## src/pkg/mdpc_defines.vh

```
// Register offsets, field positions, reset values and timing figures of the motion detect block
`ifndef MDPC_DEFINES_VH
`define MDPC_DEFINES_VH

// Register offsets on the serial register port
`define MDPC_ADDR_X_OFFSET 6'h1e
`define MDPC_ADDR_Y_OFFSET 6'h1f
`define MDPC_ADDR_Z_OFFSET 6'h20
`define MDPC_ADDR_ACT_THR 6'h24
`define MDPC_ADDR_INACT_THR 6'h25
`define MDPC_ADDR_INACT_TIME 6'h26
`define MDPC_ADDR_MOTION_CTL 6'h27
`define MDPC_ADDR_RATE 6'h2c
`define MDPC_ADDR_POWER 6'h2d
`define MDPC_ADDR_DATA_FIRST 6'h32
`define MDPC_ADDR_DATA_LAST 6'h37

// Motion detect control fields
`define MDPC_ACT_COUPLING_BIT 7
`define MDPC_ACT_AXES_HI 6
`define MDPC_ACT_AXES_LO 4
`define MDPC_INACT_COUPLING_BIT 3
`define MDPC_INACT_AXES_HI 2
`define MDPC_INACT_AXES_LO 0

// Rate and power select fields
`define MDPC_RATE_LOWPWR_BIT 4
`define MDPC_RATE_CODE_HI 3
`define MDPC_RATE_WRITE_MASK 8'h1f
`define MDPC_RATE_RESET 8'h0a

// Power mode control fields
`define MDPC_PWR_SERIAL_DIS_BIT 6
`define MDPC_PWR_LINK_BIT 5
`define MDPC_PWR_AUTOSLEEP_BIT 4
`define MDPC_PWR_MEASURE_BIT 3
`define MDPC_PWR_SLEEP_BIT 2
`define MDPC_PWR_WAKE_HI 1
`define MDPC_PWR_WRITE_MASK 8'h7f
`define MDPC_PWR_RESET 8'h00
`define MDPC_CFG_RESET 8'h00

// Scaling of offset and thresholds into sample units (1024 LSB per g)
`define MDPC_OFFSET_SHIFT 2
`define MDPC_THRESH_SHIFT 4

// Timing: clock rate and the fastest wake-up tick
`define MDPC_CLK_KHZ 100000
`define MDPC_WAKE_TICK_MS 125
`define MDPC_TICKS_PER_SEC 8

`endif

```

## src/core/mdpc_tick_div.v

```verilog
// Cycle divider that issues a one-cycle enable pulse every COUNT cycles
`timescale 1ns/1ps
module mdpc_tick_div #(
   parameter COUNT = 12500000
) (
   input wire clk,
   input wire rst_n,
   output reg tick
);
   reg [31:0] count;

   // Free running counter, pulse on wrap
   always @(posedge clk or negedge rst_n) begin
      if (!rst_n) begin
         count <= 32'h0;
         tick <= 1'b0;
      end else if (count == COUNT - 1) begin
         count <= 32'h0;
         tick <= 1'b1;
      end else begin
         count <= count + 32'h1;
         tick <= 1'b0;
      end
   end
endmodule // mdpc_tick_div

```

## src/core/mdpc_axis_cmp.v

```verilog
// One-axis magnitude compare against a threshold, dc or ac coupled
`timescale 1ns/1ps
`include "mdpc_defines.vh"
module mdpc_axis_cmp (
   input wire [15:0] sample,
   input wire [15:0] refValue,
   input wire acMode,
   input wire [7:0] threshold,
   output wire above,
   output wire below
);
   // Absolute value of a signed 17-bit quantity
   function [16:0] absVal;
      input [16:0] v;
      begin
         absVal = v[16] ? (~v + 17'h1) : v;
      end
   endfunction

   wire [16:0] sampleExt;
   wire [16:0] refExt;
   wire [16:0] magnitude;
   wire [16:0] limit;

   // Magnitude is the sample itself or its distance to the reference
   assign sampleExt = {sample[15], sample};
   assign refExt = {refValue[15], refValue};
   assign magnitude = acMode ? absVal(sampleExt - refExt) : absVal(sampleExt);
   assign limit = {5'h0, threshold, 4'h0};
   assign above = magnitude > limit;
   assign below = magnitude < limit;
endmodule // mdpc_axis_cmp

```

## src/core/mdpc_motion_ctrl.v

```verilog
// Motion detect and power control: serial register port, offsets, activity and inactivity
`timescale 1ns/1ps
`include "mdpc_defines.vh"
module mdpc_motion_ctrl #(
   parameter WAKE_TICK_CYCLES = `MDPC_WAKE_TICK_MS * `MDPC_CLK_KHZ
) (
   input wire core_clk,
   input wire rst_n,
   input wire spiCs_n,
   input wire spiSclk,
   input wire spiMosi,
   input wire i2cSda,
   input wire sampleValid,
   input wire [47:0] rawSample,
   input wire [47:0] filteredSample,
   output reg spiMiso,
   output reg spiMisoOe_n,
   output reg [47:0] outData,
   output reg dataReady,
   output reg bufferWrite,
   output reg activityEvent,
   output reg inactivityEvent,
   output reg wakeSample,
   output reg i2cStartSeen,
   output reg [7:0] rateSelect,
   output reg [7:0] powerControl
);
   localparam PH_INACT = 2'b01;
   localparam PH_ACT = 2'b10;

   // Sign-extended offset in sample units added to a sample
   function [15:0] addOffset;
      input [15:0] s;
      input [7:0] ofs;
      begin
         addOffset = s + {{6{ofs[7]}}, ofs, 2'b00};
      end
   endfunction

   reg rstMeta_n;
   reg rstSync_n;
   reg [3:0] pinMeta;
   reg [3:0] pinSync;
   reg sclkPrev;
   reg sdaPrev;
   reg [2:0] bitCount;
   reg firstByte;
   reg isRead;
   reg multiByte;
   reg [5:0] regAddr;
   reg [6:0] shiftIn;
   reg [7:0] shiftOut;
   reg wrStrobe;
   reg [5:0] wrAddr;
   reg [7:0] wrData;
   reg [7:0] xOffset;
   reg [7:0] yOffset;
   reg [7:0] zOffset;
   reg [7:0] actThreshold;
   reg [7:0] inactThreshold;
   reg [7:0] inactTime;
   reg [7:0] motionControl;
   reg [1:0] phase;
   reg actRefValid;
   reg inactRefValid;
   reg [47:0] actRef;
   reg [47:0] inactRef;
   reg [7:0] quietSeconds;
   reg quietSeen;
   reg [3:0] quietEighths;
   reg inactFired;
   reg wakePending;
   reg [2:0] eighthCount;

   wire tick8;
   wire csS_n;
   wire sclkS;
   wire mosiS;
   wire sdaS;
   wire sclkRise;
   wire sclkFall;
   wire [7:0] byteIn;
   wire [5:0] nextAddr;
   wire [47:0] actSample;
   wire [47:0] inactSample;
   wire [2:0] actAbove;
   wire [2:0] inactAbove;
   wire [2:0] inactBelow;
   wire [2:0] actAxes;
   wire [2:0] inactAxes;
   wire measure;
   wire sleep;
   wire linkOn;
   wire bothOn;
   wire actRun;
   wire inactRun;
   wire process;
   wire actHit;
   wire inactHit;
   wire inactReset;
   wire allQuiet;
   wire [2:0] wakeMask;
   wire wakeTick;
   wire secTick;
   wire [7:0] readValue;

   // Reset release through two flip-flops
   always @(posedge core_clk or negedge rst_n) begin
      if (!rst_n) begin
         rstMeta_n <= 1'b0;
         rstSync_n <= 1'b0;
      end else begin
         rstMeta_n <= 1'b1;
         rstSync_n <= rstMeta_n;
      end
   end

   // Pin synchronisers: chip select, serial clock, data in, I2C data
   always @(posedge core_clk or negedge rstSync_n) begin
      if (!rstSync_n) begin
         pinMeta <= 4'hf;
         pinSync <= 4'hf;
         sclkPrev <= 1'b1;
         sdaPrev <= 1'b1;
      end else begin
         pinMeta <= {i2cSda, spiMosi, spiSclk, spiCs_n};
         pinSync <= pinMeta;
         sclkPrev <= pinSync[1];
         sdaPrev <= pinSync[3];
      end
   end

   assign csS_n = pinSync[0];
   assign sclkS = pinSync[1];
   assign mosiS = pinSync[2];
   assign sdaS = pinSync[3];
   assign sclkRise = sclkS & ~sclkPrev;
   assign sclkFall = ~sclkS & sclkPrev;
   assign byteIn = {shiftIn, mosiS};
   assign nextAddr = regAddr + {5'h0, multiByte};

   // Readback mux; fixed-zero bits already held at zero in storage
   function [7:0] readMux;
      input [5:0] a;
      begin
         case (a)
            `MDPC_ADDR_X_OFFSET: readMux = xOffset;
            `MDPC_ADDR_Y_OFFSET: readMux = yOffset;
            `MDPC_ADDR_Z_OFFSET: readMux = zOffset;
            `MDPC_ADDR_ACT_THR: readMux = actThreshold;
            `MDPC_ADDR_INACT_THR: readMux = inactThreshold;
            `MDPC_ADDR_INACT_TIME: readMux = inactTime;
            `MDPC_ADDR_MOTION_CTL: readMux = motionControl;
            `MDPC_ADDR_RATE: readMux = rateSelect;
            `MDPC_ADDR_POWER: readMux = powerControl;
            6'h32: readMux = outData[7:0];
            6'h33: readMux = outData[15:8];
            6'h34: readMux = outData[23:16];
            6'h35: readMux = outData[31:24];
            6'h36: readMux = outData[39:32];
            6'h37: readMux = outData[47:40];
            default: readMux = 8'h00;
         endcase
      end
   endfunction

   assign readValue = readMux(firstByte ? byteIn[5:0] : nextAddr);

   // Serial slave, clock idle high, data taken on rising and shifted on falling edges
   always @(posedge core_clk or negedge rstSync_n) begin
      if (!rstSync_n) begin
         bitCount <= 3'h0;
         firstByte <= 1'b1;
         isRead <= 1'b0;
         multiByte <= 1'b0;
         regAddr <= 6'h00;
         shiftIn <= 7'h00;
         shiftOut <= 8'h00;
         wrStrobe <= 1'b0;
         wrAddr <= 6'h00;
         wrData <= 8'h00;
         spiMiso <= 1'b0;
         spiMisoOe_n <= 1'b1;
      end else begin
         wrStrobe <= 1'b0;
         if (csS_n) begin
            bitCount <= 3'h0;
            firstByte <= 1'b1;
            spiMisoOe_n <= 1'b1;
         end else begin
            if (sclkRise) begin
               shiftIn <= byteIn[6:0];
               bitCount <= bitCount + 3'h1;
               if (bitCount == 3'h7) begin
                  if (firstByte) begin
                     firstByte <= 1'b0;
                     isRead <= byteIn[7];
                     multiByte <= byteIn[6];
                     regAddr <= byteIn[5:0];
                  end else begin
                     regAddr <= nextAddr;
                     if (!isRead) begin
                        wrStrobe <= 1'b1;
                        wrAddr <= regAddr;
                        wrData <= byteIn;
                     end
                  end
                  shiftOut <= readValue;
               end
            end
            if (sclkFall) begin
               spiMiso <= shiftOut[7];
               shiftOut <= {shiftOut[6:0], 1'b0};
               spiMisoOe_n <= ~(isRead & ~firstByte);
            end
         end
      end
   end

   // Start condition on the I2C pins: data falls while clock high and chip select idle
   always @(posedge core_clk or negedge rstSync_n) begin
      if (!rstSync_n) begin
         i2cStartSeen <= 1'b0;
      end else begin
         i2cStartSeen <= csS_n & sclkS & sdaPrev & ~sdaS
                         & ~powerControl[`MDPC_PWR_SERIAL_DIS_BIT];
      end
   end

   assign measure = powerControl[`MDPC_PWR_MEASURE_BIT];
   assign sleep = powerControl[`MDPC_PWR_SLEEP_BIT];
   assign linkOn = powerControl[`MDPC_PWR_LINK_BIT];
   assign actAxes = motionControl[`MDPC_ACT_AXES_HI:`MDPC_ACT_AXES_LO];
   assign inactAxes = motionControl[`MDPC_INACT_AXES_HI:`MDPC_INACT_AXES_LO];
   assign bothOn = (|actAxes) & (|inactAxes);

   // Wake-up and one-second ticks from an eighth-second divider
   mdpc_tick_div #(
      .COUNT(WAKE_TICK_CYCLES)
   ) wakeDiv (
      .clk(core_clk),
      .rst_n(rstSync_n),
      .tick(tick8)
   );

   always @(posedge core_clk or negedge rstSync_n) begin
      if (!rstSync_n) begin
         eighthCount <= 3'h0;
      end else if (tick8) begin
         eighthCount <= eighthCount + 3'h1;
      end
   end

   assign wakeMask = (3'h1 << powerControl[`MDPC_PWR_WAKE_HI:0]) - 3'h1;
   assign wakeTick = tick8 & ((eighthCount & wakeMask) == wakeMask);
   assign secTick = tick8 & quietSeen & (quietEighths == `MDPC_TICKS_PER_SEC);

   // Samples are taken in measurement mode; in sleep only at the wake-up rate
   assign process = measure & sampleValid & (~sleep | wakePending);

   // Offset-corrected raw samples for activity, filtered ones for inactivity
   genvar ax;
   generate
      for (ax = 0; ax < 3; ax = ax + 1) begin : axisGen
         assign actSample[16*ax+15:16*ax] = addOffset(rawSample[16*ax+15:16*ax],
            ax == 0 ? xOffset : (ax == 1 ? yOffset : zOffset));
         assign inactSample[16*ax+15:16*ax] = addOffset(filteredSample[16*ax+15:16*ax],
            ax == 0 ? xOffset : (ax == 1 ? yOffset : zOffset));
         mdpc_axis_cmp actCmp (
            .sample(actSample[16*ax+15:16*ax]),
            .refValue(actRef[16*ax+15:16*ax]),
            .acMode(motionControl[`MDPC_ACT_COUPLING_BIT]),
            .threshold(actThreshold),
            .above(actAbove[ax]),
            .below()
         );
         mdpc_axis_cmp inactCmp (
            .sample(inactSample[16*ax+15:16*ax]),
            .refValue(inactRef[16*ax+15:16*ax]),
            .acMode(motionControl[`MDPC_INACT_COUPLING_BIT]),
            .threshold(inactThreshold),
            .above(inactAbove[ax]),
            .below(inactBelow[ax])
         );
      end
   endgenerate

   // Which detectors run: linked search alternates, otherwise both run, inactivity only outside sleep
   assign actRun = (|actAxes) & (~(linkOn & bothOn) | phase == PH_ACT);
   assign inactRun = (|inactAxes) & ~sleep
                     & (~(linkOn & bothOn) | phase == PH_INACT);

   // Activity: any axis above; ac mode waits for its reference
   assign actHit = process & actRun & (|(actAbove & actAxes))
                   & (~motionControl[`MDPC_ACT_COUPLING_BIT] | actRefValid);

   // Inactivity: all participating axes below, held for the inactivity time
   assign inactReset = (|(inactAbove & inactAxes))
                       | (motionControl[`MDPC_INACT_COUPLING_BIT] & ~inactRefValid);
   assign allQuiet = &(inactBelow | ~inactAxes);
   assign inactHit = process & inactRun & ~inactReset & allQuiet & ~inactFired
                     & (quietSeconds >= inactTime);

   // Detector state: references, quiet time and link phase
   always @(posedge core_clk or negedge rstSync_n) begin
      if (!rstSync_n) begin
         phase <= PH_INACT;
         actRefValid <= 1'b0;
         inactRefValid <= 1'b0;
         actRef <= 48'h0;
         inactRef <= 48'h0;
         quietSeconds <= 8'h00;
         quietEighths <= 4'h0;
         quietSeen <= 1'b0;
         inactFired <= 1'b0;
      end else begin
         if (!measure || !actRun) begin
            actRefValid <= 1'b0;
         end else if (process && !actRefValid) begin
            actRef <= actSample;
            actRefValid <= 1'b1;
         end
         if (!measure || !inactRun) begin
            inactRefValid <= 1'b0;
            quietEighths <= 4'h0;
            quietSeconds <= 8'h00;
            quietSeen <= 1'b0;
            inactFired <= 1'b0;
         end else if (process && (inactReset || !allQuiet)) begin
            inactRef <= inactReset ? inactSample : inactRef;
            inactRefValid <= 1'b1;
            quietEighths <= 4'h0;
            quietSeconds <= 8'h00;
            quietSeen <= 1'b0;
            inactFired <= 1'b0;
         end else begin
            if (process) begin
               quietSeen <= 1'b1;
            end
            if (inactHit) begin
               inactFired <= 1'b1;
            end
            // First second waits one extra tick so a quiet spell is never counted short
            if (tick8 && quietSeen) begin
               quietEighths <= secTick ? 4'h1 : quietEighths + 4'h1;
            end
            if (secTick && quietSeconds != 8'hff) begin
               quietSeconds <= quietSeconds + 8'h01;
            end
         end
         if (!(linkOn && bothOn)) begin
            phase <= PH_INACT;
         end else begin
            case (phase)
               PH_INACT: phase <= inactHit ? PH_ACT : PH_INACT;
               PH_ACT: phase <= actHit ? PH_INACT : PH_ACT;
               default: phase <= PH_INACT;
            endcase
         end
      end
   end

   // Output data registers, data ready, buffer writes and event pulses
   always @(posedge core_clk or negedge rstSync_n) begin
      if (!rstSync_n) begin
         outData <= 48'h0;
         dataReady <= 1'b0;
         bufferWrite <= 1'b0;
         activityEvent <= 1'b0;
         inactivityEvent <= 1'b0;
         wakeSample <= 1'b0;
         wakePending <= 1'b0;
      end else begin
         if (process) begin
            outData <= inactSample; // unread samples are overwritten
         end
         dataReady <= process & ~sleep;
         bufferWrite <= process & ~sleep;
         activityEvent <= actHit;
         inactivityEvent <= inactHit;
         wakeSample <= measure & sleep & wakeTick;
         if (wakeTick & sleep) begin
            wakePending <= 1'b1;
         end else if (process | ~sleep) begin
            wakePending <= 1'b0;
         end
      end
   end

   // Register file; hardware sleep entry wins over a host write in the same cycle
   always @(posedge core_clk or negedge rstSync_n) begin
      if (!rstSync_n) begin
         xOffset <= `MDPC_CFG_RESET;
         yOffset <= `MDPC_CFG_RESET;
         zOffset <= `MDPC_CFG_RESET;
         actThreshold <= `MDPC_CFG_RESET;
         inactThreshold <= `MDPC_CFG_RESET;
         inactTime <= `MDPC_CFG_RESET;
         motionControl <= `MDPC_CFG_RESET;
         rateSelect <= `MDPC_RATE_RESET;
         powerControl <= `MDPC_PWR_RESET;
      end else begin
         if (wrStrobe) begin
            case (wrAddr)
               `MDPC_ADDR_X_OFFSET: xOffset <= wrData;
               `MDPC_ADDR_Y_OFFSET: yOffset <= wrData;
               `MDPC_ADDR_Z_OFFSET: zOffset <= wrData;
               `MDPC_ADDR_ACT_THR: actThreshold <= wrData;
               `MDPC_ADDR_INACT_THR: inactThreshold <= wrData;
               `MDPC_ADDR_INACT_TIME: inactTime <= wrData;
               `MDPC_ADDR_MOTION_CTL: motionControl <= wrData;
               `MDPC_ADDR_RATE: rateSelect <= wrData & `MDPC_RATE_WRITE_MASK;
               `MDPC_ADDR_POWER: powerControl <= wrData & `MDPC_PWR_WRITE_MASK;
               default: rateSelect <= rateSelect;
            endcase
         end
         if (inactHit && linkOn && powerControl[`MDPC_PWR_AUTOSLEEP_BIT]) begin
            powerControl[`MDPC_PWR_SLEEP_BIT] <= 1'b1;
         end else if (actHit && linkOn && powerControl[`MDPC_PWR_AUTOSLEEP_BIT]) begin
            powerControl[`MDPC_PWR_SLEEP_BIT] <= 1'b0;
         end
      end
   end
endmodule // mdpc_motion_ctrl

```

## config.mk

```make
export PLATFORM = sky130hd
export DESIGN_NAME = mdpc_motion_ctrl
export DESIGN_NICKNAME = d
export VERILOG_FILES = /design/src/core/mdpc_tick_div.v /design/src/core/mdpc_axis_cmp.v /design/src/core/mdpc_motion_ctrl.v
export VERILOG_INCLUDE_DIRS = /design/src /design/src/pkg
export SDC_FILE = /design/constraint.sdc
export NUM_CORES = 1
export LEC_CHECK = 0
export ABC_AREA = 1
export CAP_MARGIN = 40
export CORE_ASPECT_RATIO = 1.5
export CORE_MARGIN = 4
export CORE_UTILIZATION = 56
export CTS_BUF_LIST = sky130_fd_sc_hd__clkbuf_8
export CTS_CLUSTER_SIZE = 16
export DETAILED_ROUTE_END_ITERATION = 10
export DONT_BUFFER_PORTS = 1
export GPL_ROUTABILITY_DRIVEN = 0
export PLACE_DENSITY = 0.71
export REMOVE_ABC_BUFFERS = 1
export SLEW_MARGIN = 10
export SYNTH_ARGS = -nofsm -noshare
export SYNTH_HDL_FRONTEND = slang
export SYNTH_SLANG_ARGS = --single-unit
```

## constraint.sdc

```tcl
create_clock -name core_clk -period 11 [get_ports core_clk]
set_clock_uncertainty 0.2 [all_clocks]
set_input_delay 2.2 -clock core_clk [delete_from_list [all_inputs] [get_ports core_clk]]
set_output_delay 2.2 -clock core_clk [all_outputs]
set_load 0.005 [all_outputs]
```

==> key figures <==
Pwr
  – Pwr dens: 95.96 nW/um^2
  – Pleak: 17.37 nW
  – Worst VDD drop: 0.09716 mV

Cells and area
  – Fin cells: 5529
  – Design Area, Final: 32660 sq um
  – Share of cells above drive strength 1: 4.237%
  – Final core occ: 60.63%
  – Synth-to-Final Area Change: 6.825%
  – # nets final: 5164
  – Fillers: 5328
  – Multi-input gate area: 19210 sq um
  – Sequential Area: 8230 sq um

Logic synthesis
  – Synthesized cell area: 30580 sq um
  – Distinct cells, synth: 60
  – Yosys top cell by area: dfrtp_1
  – Flops & latches, synth: 328
  – Mean Syn Cell Area: 6.374 sq um
  – Count leader, synth: nand2_1
  – Post-synth EDFFs: 0
  – Primary FF master, synth: dfrtp_1
  – Synth top cells by count: nand2_1 (1467), inv_1 (721), nor2_1 (382)
  – Top cells by area, synth: dfrtp_1 (26%), nand2_1 (18%), ha_1 (10%)
  – Synth top area share: 25.62%
  – Mapped Cells: 4797
  – Share of flip-flops with an asynchronous set or reset: 100.0%
  – Seq/Total Area, Yosys: 26.90%
  – Synth Warn #: 0

Floorplanning
  – IO Pins: 175
  – Full die area: 58480 sq um
  – DIE WIDTH: 198.8 microns
  – Starting Density: 56.76%
  – Die height: 294.2 microns
  – Core area: 53870 sq um
  – Row count: 104

Timing
  – Period utilization: 73.41%
  – Final Setup Violations: 0
  – Setup repair after global routing missed its margin: false
  – Max-slew headroom: 39.52%
  – Fmax: 123.8 MHz
  – Fin Setup TNS: 0 ns
  – Least-Margin Pin Slew: 0.8977 ns
  – Final Hold Viols: 0
  – Max-slew violations: 0
  – Fin crit period: 8.075 ns
  – Fin worst setup slack: 2.925 ns

Clocking
  – Clk_lat worst skew: 0.68 ns
  – Clock tree buffer depth: 3
  – Post-CTS sizing: 0
  – Worst-path clk slew: 0.07 ns
  – TritonCTS clock tree: built
  – Number of hold buffers added after cts: 0
  – Post-CTS setup buffers: 0
  – Num CTS Buffers: 53
  – H-tree Lvls: 2
  – CTS Root Cell: clkbuf_8
  – Clock sink count: 328

Setup path
  – R2R Path Start: xOffset[0]
  – Worst Path Required: 11.41 ns
  – Critical Path Start: filteredSample[2]
  – CP Capture Type: flop
  – Startpoint Class: primary input
  – Crit path kind: primary input to flop
  – R2R depth: 43
  – Most used cell, CP: nand2_1
  – Max Fanout on Critical Path: 67
  – CP max stage cell: fa_1
  – Worst endpoint data arrival time: 8.48 ns
  – R2R setup slack: 3.84 ns
  – Crit path largest cell delay: 0.41 ns
  – Worst setup path endpoint: inactRef[0]
  – RR Endpoint: inactRef[0]

Outcome
  – Outcome: complete, no violations

Global routing
  – Total grt overflow: 0
  – Global-route wire length before repair: 152.8 mm
  – Largest net degree at the start of global routing: 152
  – GRT Total Usage: 32.47%
  – Antenna violations before repair: 3
  – Number of global-route vias before repair: 29530

Route
  – ANT nets after route: 0
  – Routed WL: 96.53 mm
  – Drt drc: 0
  – DR vias/cell: 5.641
  – Drt initial violations: 2012
  – DR WL/cell: 17.46 microns
  – Vias: 31189
  – 1st-pass router iterations: 6

Placement
  – Place WS: 2.335 ns
  – Placed cell count: 5428
  – HPWL Detailed: 77.15 mm
  – Placed instance area: 31330 sq um
  – IO Port Bufs: 0

Run
  – Max-cap violations: 0

Min path
  – Type of the worst min-delay path: flop to asynchronous set/reset pin
[logic make-up (layout without fill, tap and decap cells)]
kind of cell	Yosys count	after routing	share of synthesized area, %
AO/OA/AOI/OAI	785	785	14.13
XOR/XNOR	101	101	3.016
adder cells (fa/ha/maj)	267	267	11.22
buffers and inverters	821	859	10.39
flip-flops	328	328	26.90
other	2	7	0.02456
AND/OR/NAND/NOR	2493	2493	34.32
[where the power goes]
part | internal (W) | switching, W
sequential | 0.00123 | 0.0000307
clock | 0.000778 | 0.000556
combinational | 0.000172 | 0.000363
total | 0.00218 | 0.000950
[how the worst min path moves through the flow]
stage,startpoint,endpoint,slack (ns),depth (start not counted)
floorplan,rstMeta_n,rstSync_n,0.13,0
global placement,rstSync_n,outData[35],0.1,0
detailed placement,rstSync_n,outData[35],0.09,0
CTS,rstSync_n,outData[42],0.08,0
global route,rstSync_n,outData[42],0.11,0
finish,rstSync_n,outData[37],0.07,0
[sequential cells by signal, summed over array words and instances, names as in the netlist, 32 cells and up]
register and flops:
outData 48, inactRef 48, actRef 48, wakeDiv.count 32
[metrics by stage]
| stage | total power (W) | hold WS [ns] |
|---|---|---|
| floorplan | 0.001675 | 0.1312 |
| global placement | 0.001804 | 0.09773 |
| detailed placement | 0.001813 | 0.08814 |
| CTS | 0.003146 | 0.08008 |
| global route | 0.003283 | 0.1106 |
| finish | 0.003134 | 0.06663 |
[cell usage in the layout, fill, tap and decap left out, types with 62 or more instances in the layout]
cell type / count
ha_1: 255
nand3_1: 380
inv_1: 733
dfrtp_1: 312
nor3_1: 67
clkbuf_8: 65
o21ai_0: 366
a21oi_1: 249
nand4_1: 84
nand2_1: 1467
nor2_1: 380
xor2_1: 62
[critical path, delay by kind of cell]
family / cells / cell delay [ns]
and+or+nand+nor: 25 / 2.84
buffers and inverters: 5 / 1.04
AOI/OAI and AO/OA: 9 / 1.14
adders and majority gates: 4 / 1.23
[per-layer routing]
metal	global-route usage [%]	vias to the layer above	part of all wire, %
li1	-	15615	-
met1	36.97	14241	38
met2	57.50	1026	49
met3	5.303	305	6.4
met4	17.94	2	6.6
met5	0	-	0.021
[layout make-up]
| class | instances | area share (%) |
|---|---|---|
| multi-input cells | 3651 | 58.80 |
| flip-flops and latches | 328 | 25.20 |
| inverters | 735 | 8.446 |
| clock buffers | 65 | 2.739 |
| well taps | 689 | 2.639 |
| clock inverters | 34 | 1.341 |
| repair buffers | 25 | 0.8197 |
| diodes | 2 | 0.01532 |
(Power assumes the default switching activity.)
